$ cat config.mk
export PLATFORM = sky130hd
export DESIGN_NAME = startup_sequencer
export DESIGN_NICKNAME = d
export VERILOG_FILES = /design/src/startup_pkg.sv /design/src/startup_sequencer.sv /design/src/strap_decode.sv /design/src/status_mux.sv
export VERILOG_INCLUDE_DIRS = /design/src /design/src/src
export SDC_FILE = /design/constraint.sdc
export NUM_CORES = 1
export LEC_CHECK = 0
export BUFFER_PORTS_ARGS = -buffer_cell sky130_fd_sc_hd__buf_4
export CAP_MARGIN = 30
export CORE_MARGIN = 2
export CORE_UTILIZATION = 40
export CTS_CLUSTER_DIAMETER = 100
export DETAILED_ROUTE_END_ITERATION = 6
export GPL_TIMING_DRIVEN = 1
export PLACE_DENSITY = 0.64
export SYNTH_ARGS = -nofsm -noshare
export SYNTH_HDL_FRONTEND = slang
export SYNTH_HIERARCHICAL = 1
export SYNTH_SLANG_ARGS = --single-unit
$ cat constraint.sdc
create_clock -name clk_in -period 2.2 [get_ports clk_in]
set_input_delay 0.33 -clock clk_in [delete_from_list [all_inputs] [get_ports clk_in]]
set_output_delay 0.33 -clock clk_in [all_outputs]
set_load 0.05 [all_outputs]
$ cat src/startup_params.svh
`ifndef STARTUP_PARAMS_SVH
`define STARTUP_PARAMS_SVH
// How it works
// Status pin shows one selected source
// Ready source needs config load and port
// Polarity inverts status; pull bits pass out
// Tristate floats pin; open drain drives low
// Status driver off until config load done
// Enable input gates outputs once controllable
// Enable input has polarity and pull bits
// Gate clock, release dividers, ungate clock
// Dividers rise on first ungated cycle
// Monitors enabled only after analog lock
// Synth mode: outputs on after analog lock
// Jitter mode: init done, digital lock, outputs
// Sync trigger reruns sync, outputs off
// Reinit restarts from calibration, outputs off
// Strap levels latched at reset release
// Two-bit index selects user configuration
// Decode codes map pins to index
// Decode picks address bits from pin
// Output dividers synchronised together
// Feedback dividers synchronised for phase
// Crystal reference sync still relocks loops
// Startup bounded: 10 ms synth, 1 s jitter
// Address defaults to 0x09
// Sequencer is a state machine

// Status source select codes
`define SEL_APLL_LOCK   4'h0
`define SEL_DPLL_LOCK   4'h1
`define SEL_REF0_LOS    4'h2
`define SEL_REF1_LOS    4'h3
`define SEL_XO_LOS      4'h4
`define SEL_REF0_ACT    4'h5
`define SEL_REF1_ACT    4'h6
`define SEL_REF0_INV    4'h7
`define SEL_REF1_INV    4'h8
`define SEL_DEV_INT     4'h9
`define SEL_DEV_READY   4'hA
`define SEL_LOW         4'hB
`define SEL_HIGH        4'hC
// Strap field bit positions, default decode code and reset address
`define STRAP_STATUS    0
`define STRAP_ENABLE    1
`define STRAP_SDA       2
`define DECODE_DEFAULT  4'h4
`define I2C_ADDR_RESET  7'h09
// Timing
`define CLK_MHZ         25
`define APLL_LOCK_US    200
`define SYNTH_MAX_MS    10
`define JA_MAX_MS       1000
`define SYNTH_MAX_CYC   (`SYNTH_MAX_MS * 1000 * `CLK_MHZ)
`define JA_MAX_CYC      (`JA_MAX_MS * 1000 * `CLK_MHZ)
`define GATE_CYC        4
`endif

$ cat src/startup_pkg.sv
package startup_pkg;
  typedef enum logic [2:0] {
    ST_CAL     = 3'b000,
    ST_GATE    = 3'b001,
    ST_RELEASE = 3'b010,
    ST_UNGATE  = 3'b011,
    ST_ALOCK   = 3'b100,
    ST_QUAL    = 3'b101,
    ST_DLOCK   = 3'b110,
    ST_RUN     = 3'b111
  } seq_state_e;

  typedef struct packed {
    logic apll_lock;
    logic dpll_lock;
    logic ref0_los;
    logic ref1_los;
    logic xo_los;
    logic ref0_act;
    logic ref1_act;
    logic ref0_inv;
    logic ref1_inv;
    logic dev_int;
  } status_src_s;

  typedef struct packed {
    logic status_pin_pullup_en;
    logic status_pin_pulldown_en;
    logic status_pin_open_drain;
    logic status_hiz;
    logic status_pol;
    logic enable_pin_pullup_en;
    logic enable_pin_pulldown_en;
    logic enable_pol;
    logic enable_gates;
  } pin_cfg_s;
endpackage : startup_pkg

$ cat src/startup_sequencer.sv
`timescale 1ns/10ps
`include "startup_params.svh"
// Startup sequencer, strap latch and status / enable pin logic
module startup_sequencer #(
  parameter int SYNTH_MAX_CYC = `SYNTH_MAX_CYC,
  parameter int JA_MAX_CYC    = `JA_MAX_CYC
) (
  // Clock and reset
  input  wire logic                     clk_in,
  input  wire logic                     sys_rst_in,
  // Pin levels (synchronous)
  input  wire logic                     status_pin_in,
  input  wire logic                     enable_chipsel_pin_in,
  input  wire logic                     sda_pin_in,
  input  wire logic                     scl_pin_in,
  // Configuration
  input  wire logic [3:0]               strap_decode_in,
  input  wire logic [6:0]               i2c_addr_prog_in,
  input  wire logic                     i2c_addr_prog_valid_in,
  input  wire logic [3:0]               status_sel_in,
  input  wire startup_pkg::pin_cfg_s    pin_cfg_in,
  input  wire logic                     ja_mode_in,
  // Commands and events
  input  wire logic                     cal_done_in,
  input  wire logic                     cfg_load_done_in,
  input  wire logic                     serial_active_in,
  input  wire logic                     ref_qualified_in,
  input  wire logic                     divider_sync_in,
  input  wire logic                     reinit_in,
  input  wire startup_pkg::status_src_s status_src_in,
  // Sequencer outputs
  output logic                          cal_start_out,
  output logic                          vco_gate_out,
  output logic                          div_reset_out,
  output logic                          ref_mon_en_out,
  output logic                          dpll_init_done_out,
  output logic                          drivers_controllable_out,
  output logic                          outputs_on_out,
  output logic                          startup_timeout_out,
  // Strap results
  output logic [2:0]                    strap_levels_latched_out,
  output logic [1:0]                    config_index_out,
  output logic [6:0]                    i2c_addr_out,
  // Status pin and enable pin pulls
  output logic                          status_pin_out,
  output logic                          status_pin_oe_out,
  output logic                          status_pin_pullup_out,
  output logic                          status_pin_pulldown_out,
  output logic                          enable_pin_pullup_out,
  output logic                          enable_pin_pulldown_out
);
  // Refuse counts the watchdog cannot serve
  if (SYNTH_MAX_CYC < 1 || JA_MAX_CYC < SYNTH_MAX_CYC) begin : g_bad_counts
    $error("startup_sequencer: bad timeout counts");
  end

  startup_pkg::seq_state_e state;
  startup_pkg::seq_state_e next_state;
  logic [2:0]  gate_cnt;
  logic [31:0] run_cnt;
  logic        strap_taken;
  logic [2:0]  straps;
  logic [1:0]  index_w;
  logic [6:0]  addr_w;
  logic        mux_level;

  // Ready means the config load has finished and the port is up
  wire dev_ready = cfg_load_done_in & serial_active_in;
  wire lock_a    = status_src_in.apll_lock;
  wire lock_d    = status_src_in.dpll_lock;
  wire gate_end  = (gate_cnt == 3'(`GATE_CYC - 1));
  // Enable pin level after polarity, used as output gate
  wire oe_level  = enable_chipsel_pin_in ^ pin_cfg_in.enable_pol;
  wire oe_ok     = ~pin_cfg_in.enable_gates | oe_level;
  wire run_limit = ja_mode_in ? (run_cnt >= 32'(JA_MAX_CYC))
                              : (run_cnt >= 32'(SYNTH_MAX_CYC));
  wire [6:0] base_addr = i2c_addr_prog_valid_in ? i2c_addr_prog_in : `I2C_ADDR_RESET;

  // Next state; reinit wins over sync request
  always_comb begin
    next_state = state;
    case (state)
      startup_pkg::ST_CAL:     if (cal_done_in) next_state = startup_pkg::ST_GATE;
      startup_pkg::ST_GATE:    if (gate_end) next_state = startup_pkg::ST_RELEASE;
      startup_pkg::ST_RELEASE: if (gate_end) next_state = startup_pkg::ST_UNGATE;
      startup_pkg::ST_UNGATE:  next_state = startup_pkg::ST_ALOCK;
      startup_pkg::ST_ALOCK: begin
        if (lock_a) next_state = ja_mode_in ? startup_pkg::ST_QUAL
                                            : startup_pkg::ST_RUN;
      end
      startup_pkg::ST_QUAL:    if (ref_qualified_in) next_state = startup_pkg::ST_DLOCK;
      startup_pkg::ST_DLOCK:   if (lock_d) next_state = startup_pkg::ST_RUN;
      startup_pkg::ST_RUN:     next_state = startup_pkg::ST_RUN;
      default:                 next_state = startup_pkg::ST_CAL;
    endcase
    if (reinit_in) next_state = startup_pkg::ST_CAL;
    else if (divider_sync_in && state != startup_pkg::ST_CAL)
      next_state = startup_pkg::ST_GATE;
  end

  // State register
  always_ff @(posedge clk_in or posedge sys_rst_in) begin
    if (sys_rst_in) state <= startup_pkg::ST_CAL;
    else state <= next_state;
  end

  // Gate and release phase counter, cleared on every state change
  always_ff @(posedge clk_in or posedge sys_rst_in) begin
    if (sys_rst_in) gate_cnt <= 3'h0;
    else if (next_state != state) gate_cnt <= 3'h0;
    else if (!gate_end) gate_cnt <= gate_cnt + 3'h1;
  end

  // Startup time watchdog; a flag only, sequence keeps waiting. Each pass is
  // timed from its own start, a stalled calibration counts, flag sticky to reinit.
  always_ff @(posedge clk_in or posedge sys_rst_in) begin
    if (sys_rst_in) begin
      run_cnt <= 32'h0;
      startup_timeout_out <= 1'b0;
    end else if (reinit_in) begin
      run_cnt <= 32'h0;
      startup_timeout_out <= run_limit && (state != startup_pkg::ST_RUN); // Set wins
    end else if (state == startup_pkg::ST_RUN) begin
      run_cnt <= 32'h0;
    end else begin
      run_cnt <= run_cnt + 32'h1;
      if (run_limit) startup_timeout_out <= 1'b1;
    end
  end

  // Sequencer outputs. Dividers are held in reset under the gate and
  // all leave it together, so each rises on the first ungated edge.
  always_ff @(posedge clk_in or posedge sys_rst_in) begin
    if (sys_rst_in) begin
      cal_start_out            <= 1'b0;
      vco_gate_out             <= 1'b0;
      div_reset_out            <= 1'b1;
      ref_mon_en_out           <= 1'b0;
      dpll_init_done_out       <= 1'b0;
      drivers_controllable_out <= 1'b0;
      outputs_on_out           <= 1'b0;
    end else begin
      cal_start_out  <= (next_state == startup_pkg::ST_CAL);
      vco_gate_out   <= (next_state == startup_pkg::ST_GATE) ||
                        (next_state == startup_pkg::ST_RELEASE);
      div_reset_out  <= (next_state == startup_pkg::ST_CAL) ||
                        (next_state == startup_pkg::ST_GATE);
      ref_mon_en_out <= (next_state == startup_pkg::ST_QUAL) ||
                        (next_state == startup_pkg::ST_DLOCK) ||
                        (next_state == startup_pkg::ST_RUN && state != startup_pkg::ST_GATE);
      dpll_init_done_out <= ja_mode_in && ((next_state == startup_pkg::ST_DLOCK) ||
                            (next_state == startup_pkg::ST_RUN));
      drivers_controllable_out <= (next_state == startup_pkg::ST_RUN);
      outputs_on_out <= (next_state == startup_pkg::ST_RUN) && oe_ok;
    end
  end

  // Straps caught on the first clock after reset release
  always_ff @(posedge clk_in or posedge sys_rst_in) begin
    if (sys_rst_in) begin
      strap_taken <= 1'b0;
      straps      <= 3'h0;
    end else begin
      if (!strap_taken) begin
        strap_taken <= 1'b1;
        straps <= {sda_pin_in, enable_chipsel_pin_in, status_pin_in};
      end
    end
  end

  strap_decode u_decode (
    .code_in   (strap_decode_in),
    .straps_in (straps),
    .scl_in    (scl_pin_in),
    .addr_in   (base_addr),
    .index_out (index_w),
    .addr_out  (addr_w)
  );

  status_mux u_mux (
    .sel_in    (status_sel_in),
    .src_in    (status_src_in),
    .ready_in  (dev_ready),
    .level_out (mux_level)
  );

  // Strap results, registered
  always_ff @(posedge clk_in or posedge sys_rst_in) begin
    if (sys_rst_in) begin
      strap_levels_latched_out <= 3'h0;
      config_index_out         <= 2'h0;
      i2c_addr_out             <= `I2C_ADDR_RESET;
    end else if (strap_taken) begin
      strap_levels_latched_out <= straps;
      config_index_out         <= index_w;
      i2c_addr_out             <= addr_w;
    end
  end

  // Status pin driver; held off before config load so the strap reads clean
  wire pin_val = mux_level ^ pin_cfg_in.status_pol;
  wire pin_oe  = cfg_load_done_in & ~pin_cfg_in.status_hiz &
                 (~pin_cfg_in.status_pin_open_drain | ~pin_val);
  always_ff @(posedge clk_in or posedge sys_rst_in) begin
    if (sys_rst_in) begin
      status_pin_out          <= 1'b0;
      status_pin_oe_out       <= 1'b0;
      status_pin_pullup_out   <= 1'b0;
      status_pin_pulldown_out <= 1'b0;
      enable_pin_pullup_out   <= 1'b0;
      enable_pin_pulldown_out <= 1'b0;
    end else begin
      status_pin_out          <= pin_cfg_in.status_pin_open_drain ? 1'b0 : pin_val;
      status_pin_oe_out       <= pin_oe;
      status_pin_pullup_out   <= pin_cfg_in.status_pin_pullup_en;
      status_pin_pulldown_out <= pin_cfg_in.status_pin_pulldown_en;
      enable_pin_pullup_out   <= pin_cfg_in.enable_pin_pullup_en;
      enable_pin_pulldown_out <= pin_cfg_in.enable_pin_pulldown_en;
    end
  end

  // Checks
  property p_oe_before_load;
    @(posedge clk_in) disable iff (sys_rst_in)
      !$past(cfg_load_done_in) |-> !status_pin_oe_out;
  endproperty
  a_oe_before_load: assert property (p_oe_before_load) else $error("status pin driven early");

  property p_od_low;
    @(posedge clk_in) disable iff (sys_rst_in)
      status_pin_oe_out && $past(pin_cfg_in.status_pin_open_drain) |-> !status_pin_out;
  endproperty
  a_od_low: assert property (p_od_low) else $error("open drain drove high");

  property p_reinit_off;
    @(posedge clk_in) disable iff (sys_rst_in)
      reinit_in |=> !outputs_on_out && cal_start_out;
  endproperty
  a_reinit_off: assert property (p_reinit_off) else $error("reinit kept outputs");

  property p_sync_off;
    @(posedge clk_in) disable iff (sys_rst_in)
      divider_sync_in && !reinit_in && state != startup_pkg::ST_CAL
        |=> !outputs_on_out && vco_gate_out;
  endproperty
  a_sync_off: assert property (p_sync_off) else $error("sync kept outputs");

  property p_gate_seq;
    @(posedge clk_in) disable iff (sys_rst_in)
      $rose(vco_gate_out) && !reinit_in && !divider_sync_in |-> div_reset_out
        ##4 (!div_reset_out && vco_gate_out);
  endproperty
  a_gate_seq: assert property (p_gate_seq) else $error("divider release order");

  property p_mon_after_lock;
    @(posedge clk_in) disable iff (sys_rst_in)
      $rose(ref_mon_en_out) |-> $past(lock_a);
  endproperty
  a_mon_after_lock: assert property (p_mon_after_lock) else $error("monitor before lock");

  property p_ja_dlock;
    @(posedge clk_in) disable iff (sys_rst_in)
      $rose(drivers_controllable_out) && $past(ja_mode_in) |-> $past(lock_d);
  endproperty
  a_ja_dlock: assert property (p_ja_dlock) else $error("jitter mode without dlock");

  property p_strap_hold;
    @(posedge clk_in) disable iff (sys_rst_in)
      strap_taken && $past(strap_taken) |-> $stable(straps);
  endproperty
  a_strap_hold: assert property (p_strap_hold) else $error("straps changed");

  property p_ready_src;
    @(posedge clk_in) disable iff (sys_rst_in)
      status_sel_in == `SEL_DEV_READY && !dev_ready |-> mux_level == 1'b0;
  endproperty
  a_ready_src: assert property (p_ready_src) else $error("ready without load");

  c_run:    cover property (@(posedge clk_in) disable iff (sys_rst_in) $rose(outputs_on_out));
  c_ja:     cover property (@(posedge clk_in) disable iff (sys_rst_in)
                            ja_mode_in && $rose(dpll_init_done_out));
  c_resync: cover property (@(posedge clk_in) disable iff (sys_rst_in)
                            state == startup_pkg::ST_RUN && divider_sync_in);
endmodule : startup_sequencer

$ cat src/strap_decode.sv
`timescale 1ns/10ps
`include "startup_params.svh"
// Pure decode of latched straps into configuration index and address
module strap_decode (
  // Inputs
  input  wire logic [3:0] code_in,
  input  wire logic [2:0] straps_in,
  input  wire logic       scl_in,
  input  wire logic [6:0] addr_in,
  // Outputs
  output logic      [1:0] index_out,
  output logic      [6:0] addr_out
);
  wire s_st = straps_in[`STRAP_STATUS];
  wire s_en = straps_in[`STRAP_ENABLE];
  wire s_sd = straps_in[`STRAP_SDA];

  // Index and address low bits per decode code; reserved codes give index 0
  always_comb begin
    index_out = 2'h0;
    addr_out  = addr_in;
    case (code_in)
      4'h0: index_out = 2'h0;
      4'h1: index_out = 2'h1;
      4'h2: index_out = 2'h2;
      4'h3: index_out = 2'h3;
      4'h4: index_out = {s_en, s_st};
      4'h5: begin
        index_out   = {s_sd, s_st};
        addr_out[0] = s_en;
      end
      4'h6: begin
        index_out   = {s_sd, s_en};
        addr_out[0] = s_st;
      end
      4'h7: index_out = {s_sd, scl_in};
      4'h8: begin
        index_out = {1'b0, s_st};
        addr_out[1:0] = {s_sd, s_en};
      end
      4'h9: begin
        index_out = {1'b0, s_en};
        addr_out[1:0] = {s_sd, s_st};
      end
      default: index_out = 2'h0;
    endcase
  end
endmodule : strap_decode

$ cat src/status_mux.sv
`timescale 1ns/10ps
`include "startup_params.svh"
// Status source select
module status_mux (
  // Inputs
  input  wire logic [3:0]               sel_in,
  input  wire startup_pkg::status_src_s src_in,
  input  wire logic                     ready_in,
  // Outputs
  output logic                          level_out
);
  always_comb begin
    case (sel_in)
      `SEL_APLL_LOCK: level_out = src_in.apll_lock;
      `SEL_DPLL_LOCK: level_out = src_in.dpll_lock;
      `SEL_REF0_LOS:  level_out = src_in.ref0_los;
      `SEL_REF1_LOS:  level_out = src_in.ref1_los;
      `SEL_XO_LOS:    level_out = src_in.xo_los;
      `SEL_REF0_ACT:  level_out = src_in.ref0_act;
      `SEL_REF1_ACT:  level_out = src_in.ref1_act;
      `SEL_REF0_INV:  level_out = src_in.ref0_inv;
      `SEL_REF1_INV:  level_out = src_in.ref1_inv;
      `SEL_DEV_INT:   level_out = src_in.dev_int;
      `SEL_DEV_READY: level_out = ready_in;
      `SEL_HIGH:      level_out = 1'b1;
      default:        level_out = 1'b0;
    endcase
  end
endmodule : status_mux

======== Yosys cells after proc, flatten, opt, wreduce, memory -nomap -nowiden ========
Cells that the tools add are included.
Widths: inputs -> output; s select.
storage, ports and cells
  flip-flop bits (word level) ............. 68
  bits in latches ......................... 0
  memory bits (writable) .................. 0
  ROM bits ................................ 0
  bits of input ports ..................... 48
  output and inout bits ................... 26
  word-level logic and storage cells ...... 118
  memories ................................ 0
operators by class
  add/subtract/negate cells ............... 2
  multipliers ............................. 0
  div/mod/pow operators ................... 0
  magnitude comparators ................... 2
  eq/ne operators ......................... 38
  shift operators ......................... 0
  mux-type cells .......................... 24
  bitwise operators ....................... 11
  reductions and logical operators ........ 19
operators with widths
  operator               number
  $mux 32                2
  $add 32x1->32 const B  1
  $eq 4x3->1 const B     8
  $ge 32x18->1 const B   1
  $ge 32x25->1 const B   1
  $mux 3                 10
  $eq 4x4->1 const B     6
  $pmux 3 s8             1
  $eq 3x3->1 const B     7
  $pmux 2 s9             1
  $eq 4x2->1 const B     4
  $eq 3x2->1 const B     4
  $pmux 1 s12            1
  $eq 4x1->1 const B     2
  $mux 7                 1
  $eq 3x1->1 const B     2
  $logic_not 3->1        2
  $mux 1                 6
  $reduce_or 2->1        3
  $logic_and 1x1->1      5
  $logic_or 1x1->1       5
  $logic_not 4->1        1
  $not 1->1              4
  $add 3x1->3 const B    1
  other kinds (13)       17

======== Logic depth before layout (Yosys ltp) ========
Gate-level depths: netlist of the first run.
  depth in word-level cells ............... 8
  depth in mapped cells ................... 8
  gate-level depth less buffers ........... 7

======== Modules after synthesis ========
Netlist of the first run, hierarchy kept.
modules (own cells, without submodules)
  module             instances  cells an instance  area each (um^2)  sequential area each (um^2)
  startup_sequencer  1          321                3280.6            1705.4
  strap_decode       1          33                 230.2             0.0
  status_mux         1          17                 121.4             0.0

======== Worst setup path after synthesis of the first run ========
Ideal clock, no wire load.
  kind .................................... reg2reg
  start point ............................. reg gate_cnt[0]
  end point ............................... reg gate_cnt[1]
  library setup time ...................... 0.072 ns
  arrival ................................. 1.781 ns
  required time ........................... 2.128 ns
  slack ................................... 0.347 ns
  cell stages (with the launch flop) ...... 9
  path buffers ............................ 1
  period minus slack after synthesis ...... 1.853 ns
  cell sequence ........................... dfrtp_1 -> ha_1 -> ha_1 -> buf_2 -> mux2_2 -> a21o_1 -> a211oi_1 -> nand3_1 -> nor2_1
between the ends
  cells in the longest elaborated chain, start to end .. 7
  elaborated cells on any way between the ends .. 11
  classes of those cells .................. 1 x add/sub; 3 x eq/ne; 7 x mux
ends and longest elaborated chain
  item                                                   line                                              RTL
  start: declaration                                     startup_sequencer.sv:59                           logic [2:0] gate_cnt;
  start signal: assignment                               startup_sequencer.sv:111                          else if (!gate_end) gate_cnt <= gate_cnt + 3'h1;
  $eq 3x2->1                                             startup_sequencer.sv:71                           wire gate_end = (gate_cnt == 3'(`GATE_CYC - 1));
  $mux 3, on equally long branches                       startup_sequencer.sv:85, startup_sequencer.sv:84
  $pmux 3 s8                                             startup_sequencer.sv:82                           case (state)
  $mux 3                                                 startup_sequencer.sv:97                           else if (divider_sync_in && state != startup_pkg::ST_CAL)
  $mux 3                                                 startup_sequencer.sv:96                           if (reinit_in) next_state = startup_pkg::ST_CAL;
  $ne 3x3->1                                             startup_sequencer.sv:110                          else if (next_state != state) gate_cnt <= 3'h0;
  $ne 2x1->1 (no source line) or $mux 3 (tied branches)  --
Several ways; a longest one is shown, not always the timed one. The select of a mux whose other input is x is not followed.
A chain may end at the register's enable or synchronous reset.

======== Worst setup path after layout of the first run ========
Same ends and word-level chain as after synthesis.

==> results of run 1 <==
## worst max path at each step
stage,cells after the start,to,from
final,7,gate_cnt[1]$_DFFE_PP0P_,gate_cnt[0]$_DFFE_PP0P_
after global placement,7,gate_cnt[1]$_DFFE_PP0P_,gate_cnt[0]$_DFFE_PP0P_
after CTS,7,gate_cnt[1]$_DFFE_PP0P_,gate_cnt[0]$_DFFE_PP0P_
after global routing,7,gate_cnt[2]$_DFFE_PP0P_,gate_cnt[1]$_DFFE_PP0P_
after detailed placement,7,gate_cnt[1]$_DFFE_PP0P_,gate_cnt[0]$_DFFE_PP0P_
after floorplan,1,cal_start_out$_DFF_PP0_,sys_rst_in
## final cells by class
class | count | area (um2)
clock inverter | 4 | 47.5
tap | 108 | 135
sequential | 68 | 1710
multi-input combinational | 261 | 1730
timing repair buffer | 78 | 586
clock buffer | 12 | 155
fill | 818 | 4320
inverter | 22 | 82.6
## metal layers
metal	wire length (um)	track usage, %	vias to the layer above
met3	370	3.79	5
met4	77	7.17	0
met1	3450	21.7	1410
li1	-	-	1435
met5	0	0	-
met2	3550	25.5	72
## cells in the final DEF (no fill, tap or decap), types with 4 or more instances in the layout
| cell type | n |
|---|---|
| sky130_fd_sc_hd__o21ai_0 | 20 |
| sky130_fd_sc_hd__xor2_1 | 20 |
| sky130_fd_sc_hd__nor3b_1 | 5 |
| sky130_fd_sc_hd__nand4_1 | 12 |
| sky130_fd_sc_hd__and2_1 | 6 |
| sky130_fd_sc_hd__dfrtp_1 | 65 |
| sky130_fd_sc_hd__nand2_1 | 18 |
| sky130_fd_sc_hd__inv_1 | 20 |
| sky130_fd_sc_hd__or3_1 | 7 |
| sky130_fd_sc_hd__nor2b_1 | 4 |
| sky130_fd_sc_hd__nor2_1 | 42 |
| sky130_fd_sc_hd__nand3_1 | 17 |
| sky130_fd_sc_hd__nand2b_1 | 6 |
| sky130_fd_sc_hd__and3_1 | 9 |
| sky130_fd_sc_hd__xnor2_1 | 8 |
| sky130_fd_sc_hd__mux2i_1 | 4 |
| sky130_fd_sc_hd__a21oi_1 | 15 |
| sky130_fd_sc_hd__buf_4 | 78 |
| sky130_fd_sc_hd__mux2_2 | 10 |
| sky130_fd_sc_hd__nor3_2 | 4 |
| sky130_fd_sc_hd__clkbuf_8 | 11 |
| sky130_fd_sc_hd__nor4_1 | 4 |
| sky130_fd_sc_hd__ha_1 | 4 |
## Yosys cell counts, types with 6 or more instances
cell type and n:
sky130_fd_sc_hd__dfrtp_1 65, sky130_fd_sc_hd__nor2_1 42, sky130_fd_sc_hd__inv_1 21, sky130_fd_sc_hd__o21ai_0 20, sky130_fd_sc_hd__xor2_1 20, sky130_fd_sc_hd__nand2_1 18, sky130_fd_sc_hd__nand3_1 17, sky130_fd_sc_hd__a21oi_1 15
sky130_fd_sc_hd__nand4_1 12, sky130_fd_sc_hd__mux2_2 10, sky130_fd_sc_hd__and3_1 9, sky130_fd_sc_hd__buf_2 8, sky130_fd_sc_hd__xnor2_1 8, sky130_fd_sc_hd__or3_1 7, sky130_fd_sc_hd__and2_1 6, sky130_fd_sc_hd__clkbuf_1 6
sky130_fd_sc_hd__nand2b_1 6
## sequential cells by signal (all words and copies together) (netlist names), 2 cells and up
name	cells
run_cnt	32
i2c_addr_out	7
gate_cnt	3
state	3
strap_levels_latched_out	3
straps	3
config_index_out	2
## power by group
part	internal [mW]	switching (mW)	total, mW
clock network	0.582	0.450	1.03
registers	1.32	0.0547	1.38
logic	0.216	0.309	0.525
## cell families (layout without fill, tap and decap cells)
logic type               after synthesis  count (layout)  share of synthesized area [%]
AND/OR/NAND/NOR                      153             153                           23.4
AO/OA/AOI/OAI                         59              59                           10.9
adder cells (fa/ha/maj)                4               4                           1.38
flip-flops                            68              68                           47.0
other                                  1               1                          0.103
buffers and inverters                 42             116                           5.34
multiplexers                          16              16                           5.24
XOR/XNOR                              28              28                           6.75
## worst max-delay path, delay by kind of cell, from the launching register on
kind	cells	cell delay, ns
AO/OA/AOI/OAI	2	0.39
adder cells (fa/ha/maj)	2	0.47
flip-flops	1	0.38
multiplexers	1	0.40
AND/OR/NAND/NOR	2	0.27
==> results.txt, run 1 <==
----------------------------------------------------
[Synth]
  Syn Inst Count ... 371
  Mean instance size in the synthesized netlist ... 9.79 um2
  Library cell with the largest summed area after synthesis ... sky130_fd_sc_hd__dfrtp_1
  Leading cell types by total area after synthesis ... sky130_fd_sc_hd__dfrtp_1 (45%), sky130_fd_sc_hd__xor2_1 (4.8%), sky130_fd_sc_hd__nor2_1 (4.3%)
  Number of library cell types mapped by synthesis ... 63
  Share of flip-flops with an asynchronous set or reset after synthesis ... 100%
  Mapped cell area ... 3630 um2
  EDFF count, synth ... 0
  Count of warnings emitted by yosys ... 6
  Synth Flop Type ... sky130_fd_sc_hd__dfrtp_1
  Share of Yosys cell area claimed by the top area cell type ... 44.8%
  Number of flip-flops and latches in the synthesized netlist ... 68
  Portion of the post-synthesis area used by sequential elements ... 47.0%
  Synthesized Nets ... 423

[Final layout]
  Final std cell area, no fill ... 4440 um2
  Area growth from synthesis to layout ... 22.4%
  Diode count ... 0
  Share of layout cells above drive strength 1 ... 27.0%
  Util after Layout ... 50.7%
  Number of nets in the final layout ... 492
  Post-layout instance count excluding filler cells ... 553

[Global routing]
  Final global-route overflow total ... 0
  Overall routing resource usage ... 16.3%
  Initial antenna violation count ... 0
  Largest net degree at the start of global routing ... 40
  First-pass GRT wire length ... 13.1 mm
  Via count of the first global-routing pass ... 2876

[Clocking]
  Resize count post-CTS ... 0
  TritonCTS buffer count ... 9
  Count of buffers added by post-CTS timing repair for setup ... 0
  Worst-skew pair later-pin latency ... 0.33 ns
  Clock transition at path regs ... 0.07 ns
  Clock tree root buffer cell ... sky130_fd_sc_hd__clkbuf_8
  Clock buffer depth ... 2
  Hold bufs inserted after CTS ... 0
  Clock sinks ... 68
  Total number of H-tree levels ... 3
  CTS tree ... done

[Route]
  Violation count after the first detailed-route iteration ... 97
  Per-cell via count in the routed design ... 5.28
  Number of routed nets with antenna violations ... 0
  Routed Wire Length ... 7.45 mm
  Via count of the routed design ... 2922
  DR WL/cell ... 13.5 um
  1st-pass router iterations ... 5
  DRC violations left ... 0

[Setup path]
  CP Cell Sequence ... ha_1, ha_1, mux2_2, a21o_1, a211oi_1, nand3_1, nor2_1
  CP Capture Type ... flip-flop
  CP Data Arrival Time ... 2.24 ns
  Critical path's most frequent cell ... sky130_fd_sc_hd__ha_1
  Maximum fanout along the worst path ... 7
  Critical path required time ... 2.46 ns
  Kind of start point of the critical path ... flip-flop
  Worst flop-to-flop path endpoint ... gate_cnt[1]$_DFFE_PP0P_
  Worst R2R Start ... gate_cnt[0]$_DFFE_PP0P_
  Crit path max-delay cell type ... sky130_fd_sc_hd__mux2_2
  Worst Reg-to-Reg Cells ... 7
  Crit-path max cell delay ... 0.40 ns
  Path type of the worst setup path ... reg2reg
  Flop2flop setup slack ... 0.22 ns

[Die]
  Initial Utilization ... 41.4%
  Floorplan row count ... 34
  Horiz. Die Dim ... 99.3 um
  Number of primary I/O pins ... 74
  Die area ... 9860 um2
  Placeable core area ... 8760 um2
  Overall die height ... 99.3 um

[Pwr]
  Maximum ir drop on the vdd rail ... 261 uV
  Power density of the placed cells ... 660 nW/um2
  Sum of internal, switching and leakage power ... 2.93 mW
  Leakage dissipation ... 2.08 nW

[Placement]
  Area post-placement ... 4240 um2
  IO Port Bufs ... 73
  Placed insts ... 537
  Routability-driven placement congestion ratio ... 0.894
  Setup slack at placement ... 0.234 ns
  Post-detail-place hpwl ... 5.44 mm

[Timing]
  Period minus WS final ... 1.98 ns
  Final max-slew violation count ... 0
  Final-layout worst hold slack ... 0.0705 ns
  Final hold viol count ... 0
  Period utilization ... 89.9%
  Slew HR ... 59.2%
  Setup skew after layout ... 0.00813 ns
  Fmax achieved ... 506 MHz
  Setup repair after global routing missed its margin ... false
  Setup-violating endpoint count in the final report ... 0
  Accumulated negative setup slack ... 0 ns
  Smallest setup slack after layout ... 0.222 ns
  Worst-margin pin slew ... 0.612 ns

[Run]
  Max Cap Violations ... 0

[Status]
  Status ... complete, no violations

[Hold path]
  Worst min path class ... in2async

----------------------------------------------------
Power figures use the tool's default switching activity.
==> run 2: changes to the inputs <==
Settings changed: CELL_PAD_IN_SITES_DETAIL_PLACEMENT set to 1, CELL_PAD_IN_SITES_GLOBAL_PLACEMENT set to 2, CORE_UTILIZATION 40 to 34, PLACE_DENSITY 0.64 to 0.83.
==> run 2 against run 1 <==
  * Cell count increased by 5.2%
  * Via count rose by 1.4%
  * Combinational power rose by 2%
  * Clock skew about the same
  * Sequential power about the same
  * Hold slack worse by 0.023 ns
  * Highest routed layer unchanged
  * Wire length up 15%
==> results.txt, run 2 (same netlist as run 1, synthesis figures left out) <==
----------------------------------------------------
[Status]
  Status ... complete, no violations

[Clocking]
  Clock buffer depth ... 2
  Worst-skew pair later-pin latency ... 0.35 ns
  Clock transition at path regs ... 0.07 ns
  Count of buffers added by post-CTS timing repair for setup ... 0
  Resize count post-CTS ... 0
  Clock tree root buffer cell ... sky130_fd_sc_hd__clkbuf_8
  Hold bufs inserted after CTS ... 0
  TritonCTS buffer count ... 9
  Clock sinks ... 68
  Total number of H-tree levels ... 3
  CTS tree ... done

[Timing]
  Setup skew after layout ... 0.00802 ns
  Slew HR ... 60.3%
  Accumulated negative setup slack ... 0 ns
  Final hold viol count ... 0
  Worst-margin pin slew ... 0.595 ns
  Setup repair after global routing missed its margin ... false
  Period minus WS final ... 1.87 ns
  Final max-slew violation count ... 0
  Fmax achieved ... 536 MHz
  Setup-violating endpoint count in the final report ... 0
  Period utilization ... 84.8%

[Final layout]
  Top reg by flops ... run_cnt
  FILL cells ... 1222
  Most frequent cells in the layout ... sky130_fd_sc_hd__buf_4 (77), sky130_fd_sc_hd__dfrtp_1 (65), sky130_fd_sc_hd__nor2_1 (42)
  Share of layout cells above drive strength 1 ... 26.9%
  Util after Layout ... 43.8%
  Number of flip-flops in the largest register ... 32
  Most common cell after layout, fill and taps aside ... sky130_fd_sc_hd__buf_4
  Area growth from synthesis to layout ... 25.0%
  Largest registers ... run_cnt x32, i2c_addr_out x7
  Number of nets in the final layout ... 493
  Footprint of the flip-flops and latches ... 1710 um2
  Diode count ... 0
  Multi-input gate area ... 1730 um2

[Setup path]
  Path type of the worst setup path ... reg2reg
  Critical path's most frequent cell ... sky130_fd_sc_hd__ha_1
  Flop2flop setup slack ... 0.33 ns
  Largest delay contributor family on the critical path ... adder cells
  Capturing instance or port of the critical path ... gate_cnt[2]$_DFFE_PP0P_
  Crit path buf inv count ... 0
  CP Data Arrival Time ... 2.14 ns
  Maximum fanout along the worst path ... 3
  WP depth ... 7
  CP Cell Sequence ... ha_1, ha_1, mux2_2, a21o_1, a211oi_1, nand3_1, nor2_1
  Kind of start point of the critical path ... flip-flop
  Worst Reg-to-Reg Cells ... 7
  Worst flop-to-flop path endpoint ... gate_cnt[2]$_DFFE_PP0P_
  Crit-path max cell delay ... 0.39 ns
  Launching instance or port of the critical path ... gate_cnt[0]$_DFFE_PP0P_
  Worst R2R Start ... gate_cnt[0]$_DFFE_PP0P_
  CP Capture Type ... flip-flop
  Crit path max-delay cell type ... sky130_fd_sc_hd__dfrtp_1
  Critical path required time ... 2.48 ns

[Placement]
  IO Port Bufs ... 73
  Routability-driven placement congestion ratio ... 0.787
  Post-detail-place hpwl ... 6.34 mm

[Route]
  Routed Wire Length ... 8.57 mm
  Routed length on met2 ... 4.08 mm
  1st-pass router iterations ... 4
  Number of routed nets with antenna violations ... 0
  Per-cell via count in the routed design ... 5.09
  Routed length on met3 ... 428 um
  M1 wire length ... 3.92 mm
  DRC violations left ... 0
  Top Layer Used ... met4
  Violation count after the first detailed-route iteration ... 98
  DR WL/cell ... 14.7 um
  Via count of the routed design ... 2964

[Die]
  Floorplan row count ... 37
  Horiz. Die Dim ... 107 um
  Initial Utilization ... 35.0%
  Placeable core area ... 10400 um2
  Die area ... 11500 um2
  Overall die height ... 107 um
  Number of primary I/O pins ... 74

[Global routing]
  First-pass GRT wire length ... 14.5 mm
  Via count of the first global-routing pass ... 3103
  Largest net degree at the start of global routing ... 69
  Final global-route overflow total ... 0
  Initial antenna violation count ... 0
  Overall routing resource usage ... 16.0%

[Pwr]
  Maximum ir drop on the vdd rail ... 330 uV
  Power density of the placed cells ... 688 nW/um2
  Leakage dissipation ... 2.11 nW

[Run]
  Max Cap Violations ... 0

[Hold path]
  Worst min path class ... in2async

----------------------------------------------------
==> run 2: worst min path at each step <==
stage	start	to	slack [ns]	cells after the start
after floorplan	pin_cfg_in[2]	enable_pin_pulldown_out$_DFF_PP0_	0.36	0
after global placement	pin_cfg_in[2]	enable_pin_pulldown_out$_DFF_PP0_	0.44	1
after detailed placement	pin_cfg_in[8]	status_pin_pullup_out$_DFF_PP0_	0.44	1
after CTS	sys_rst_in	i2c_addr_out[2]$_DFFE_PP0P_	0.06	3
after global routing	sys_rst_in	enable_pin_pulldown_out$_DFF_PP0_	0.07	3
final	sys_rst_in	enable_pin_pulldown_out$_DFF_PP0_	0.05	3
==> run 2: tightest hold or removal path, delay by kind of cell <==
kind,cells,cell delay [ns]
buf+inv,3,0.47
==> run 2: per-layer routing <==
layer,global-route usage (%),up-vias
li1,-,1439
met1,20.0,1456
met2,26.8,59
met3,3.69,10
met4,6.32,0
met5,0,-
==> run 2: power by group <==
| group | leakage (nW) | internal, mW | switching (mW) | total (mW) |
|---|---|---|---|---|
| logic | 1.10 | 0.223 | 0.316 | 0.538 |
| clock network | 0.117 | 0.750 | 0.459 | 1.21 |
| registers | 0.897 | 1.32 | 0.0552 | 1.38 |
| total | 2.11 | 2.30 | 0.830 | 3.12 |
==> run 2: per-stage QoR <==
stage / instance area (um2) / power [mW] / worst slack [ns] / std cells / hold slack, ns
2_1_floorplan: 3630 / 1.74 / 0.163 / 371 / 0.361
3_3_place_gp: 4310 / 1.93 / 0.397 / 566 / 0.439
3_5_place_dp: 4310 / 1.95 / 0.337 / 566 / 0.441
4_1_cts: 4540 / 3.18 / 0.321 / 582 / 0.0608
5_1_grt: 4540 / 3.28 / 0.139 / 582 / 0.0701
6_report: 4540 / 3.12 / 0.334 / 582 / 0.0476
==> run 2: layout make-up <==
cell class	instances	share of cell area, %
flip-flops and latches	68	37.6
repair buffers	79	13.6
well taps	136	3.75
clock inverters	5	2.20
multi-input cells	261	38.2
inverters	22	1.82
clock buffers	11	2.89
==> run 3: changes to the inputs <==
Settings changed: CORE_UTILIZATION 34 to 31, PLACE_DENSITY 0.83 to 0.8.
Clock period 2.2 ns to 1.6 ns, I/O delays scaled along.
==> run 3 against run 2 <==
  * The run now ends with setup timing left
  * Hold slack got worse by 0.032 ns
  * Cell area increased by 15%
  * Die area increased by 9.3%
  * Clock skew decreased by 0.0025 ns
  * Non-clock buffer count increased by 52
  * Sequential share of layout area decreased by 4.7 points
  * Setup slack got worse by 0.46 ns
==> results.txt, run 3 (same netlist as run 1, synthesis figures left out) <==
----------------------------------------------------
[Final layout]
  Most common cell after layout, fill and taps aside ... sky130_fd_sc_hd__buf_4
  Top reg by flops ... run_cnt
  Most frequent cells in the layout ... sky130_fd_sc_hd__buf_4 (123), sky130_fd_sc_hd__dfrtp_1 (62), sky130_fd_sc_hd__nor2_1 (40)
  Number of flip-flops in the largest register ... 32
  Util after Layout ... 45.6%
  Final std cell area, no fill ... 5200 um2
  FILL cells ... 1295
  Share of layout cells above drive strength 1 ... 41.0%
  Diode count ... 0
  Number of nets in the final layout ... 545
  Area growth from synthesis to layout ... 43.3%
  Largest registers ... run_cnt x32, i2c_addr_out x7

[Die]
  Floorplan row count ... 39
  Overall die height ... 112 um
  Initial Utilization ... 31.8%
  Placeable core area ... 11400 um2
  Number of primary I/O pins ... 74
  Horiz. Die Dim ... 112 um
  Die area ... 12600 um2

[Clocking]
  Total number of H-tree levels ... 3
  Clock buffer depth ... 2
  TritonCTS buffer count ... 9
  Worst-skew pair later-pin latency ... 0.33 ns
  CTS tree ... done
  Clock sinks ... 68
  Clock transition at path regs ... 0.05 ns
  Clock tree root buffer cell ... sky130_fd_sc_hd__clkbuf_16

[Global routing]
  First-pass GRT wire length ... 16.1 mm
  Overall routing resource usage ... 15.7%
  Final global-route overflow total ... 0
  Via count of the first global-routing pass ... 3434
  Initial antenna violation count ... 0
  Largest net degree at the start of global routing ... 59

[Route]
  Via count of the routed design ... 3181
  DRC violations left ... 0
  1st-pass router iterations ... 4
  Violation count after the first detailed-route iteration ... 49
  Number of routed nets with antenna violations ... 0
  DR WL/cell ... 15.2 um
  Routed Wire Length ... 9.71 mm
  Per-cell via count in the routed design ... 4.97

[Timing]
  Final hold viol count ... 0
  Period minus WS final ... 1.73 ns
  Setup repair after global routing missed its margin ... true
  Setup skew after layout ... 0.00553 ns
  Smallest setup slack after layout ... -0.129 ns
  Final max-slew violation count ... 0
  Period utilization ... 108%
  Fmax achieved ... 579 MHz
  Setup-violating endpoint count in the final report ... 9

[Setup path]
  CP Capture Type ... flip-flop
  Flop2flop setup slack ... -0.13 ns
  Worst flop-to-flop path endpoint ... gate_cnt[0]$_DFFE_PP0P_
  CP Data Arrival Time ... 1.99 ns
  Critical path required time ... 1.86 ns
  Launching instance or port of the critical path ... gate_cnt[1]$_DFFE_PP0P_
  Kind of start point of the critical path ... flip-flop
  Worst R2R Start ... gate_cnt[1]$_DFFE_PP0P_
  Path type of the worst setup path ... reg2reg
  Maximum fanout along the worst path ... 3
  Worst Reg-to-Reg Cells ... 7

[Placement]
  Post-detail-place hpwl ... 6.94 mm
  IO Port Bufs ... 73
  Routability-driven placement congestion ratio ... 0.791
  Area post-placement ... 4630 um2
  Setup slack at placement ... -0.147 ns

[Hold path]
  Hold endpoint ... status_pin_pullup_out$_DFF_PP0_
  Beginning of the worst hold path ... pin_cfg_in[8]
  Worst min path class ... in2reg
  WHS Path Cells ... 1

[Status]
  Status ... finished, violations left
  Violated checks ... setup timing

[Pwr]
  Sum of internal, switching and leakage power ... 4.59 mW
  Leakage dissipation ... 2.45 nW
  Maximum ir drop on the vdd rail ... 377 uV
  Power density of the placed cells ... 882 nW/um2

[Run]
  Max Cap Violations ... 0

----------------------------------------------------
==> run 3: changes by cell type in the layout (fill, tap and decap cells not counted), sizes merged <==
cell,delta
inv,-1
clkinvlp,+1
bufinv,-3
dlygate4sd3,+2
clkbuf,+2
buf,+50
==> run 3: layout make-up <==
cell class / instances / area, um2 / share of cell area [%]
Clock inverter: 2 / 10.0 / 0.192
Clock buffer: 13 / 260 / 5.00
Multi-Input combinational cell: 261 / 1940 / 37.3
Inverter: 22 / 86.3 / 1.66
Timing Repair Buffer: 131 / 1020 / 19.6
Tap cell: 143 / 179 / 3.44
Sequential cell: 68 / 1710 / 32.8
==> run 3: per-layer routing <==
metal / routed length (um) / track usage, % / up-vias / share of wire [%]
met1: 4200 / 19.1 / 1573 / 43
met4: 149 / 6.26 / 0 / 1.5
li1: - / - / 1540 / -
met2: 5000 / 27.2 / 57 / 51
met5: 0 / 0 / - / 0
met3: 365 / 3.46 / 11 / 3.8
==> run 3: worst max-delay path by stage <==
stage                          endpoint
5_1_grt         gate_cnt[2]$_DFFE_PP0P_
3_3_place_gp   ref_mon_en_out$_DFF_PP0_
4_1_cts         gate_cnt[1]$_DFFE_PP0P_
3_5_place_dp     vco_gate_out$_DFF_PP0_
2_1_floorplan   gate_cnt[0]$_DFFE_PP0P_
6_report        gate_cnt[0]$_DFFE_PP0P_
==> run 3: worst max-delay path, stage by stage, from the launching register on <==
cell                       delay (ns)
sky130_fd_sc_hd__dfrtp_1         0.38
sky130_fd_sc_hd__ha_2            0.20
sky130_fd_sc_hd__ha_4            0.16
sky130_fd_sc_hd__mux2_4          0.33
sky130_fd_sc_hd__a21o_1          0.17
sky130_fd_sc_hd__a211oi_2        0.17
sky130_fd_sc_hd__nand3_1         0.13
sky130_fd_sc_hd__nor2_1          0.11
==> run 3: report_power, final <==
| group | switching [mW] | leakage [nW] | total (mW) | internal, mW |
|---|---|---|---|---|
| Combinational | 0.496 | 1.42 | 0.901 | 0.405 |
| Sequential | 0.0616 | 0.892 | 1.88 | 1.82 |
| Clock | 0.686 | 0.135 | 1.80 | 1.12 |
| Total | 1.24 | 2.45 | 4.59 | 3.35 |
==> run 3: metrics by stage <==
step,hold slack [ns],setup TNS (ns),std cells
finish,0.0152,-0.716,640
global route,0.00253,-2.16,640
CTS,0.00304,-0.791,631
detailed placement,0.214,-0.930,613
global placement,0.206,-0.332,613
floorplan,0.271,-0.602,371
==> run 3: repair_timing <==
item / 4_1_cts / 5_1_grt
endpoints found under the hold margin: 8 / 1
endpoints found under the setup margin: 13 / 32
pin swaps: 1 / 23
gates cloned: 0 / 0
buffers inserted: 2 / 8
hold buffers: 1 / 1
gates resized for setup: 5 / 41
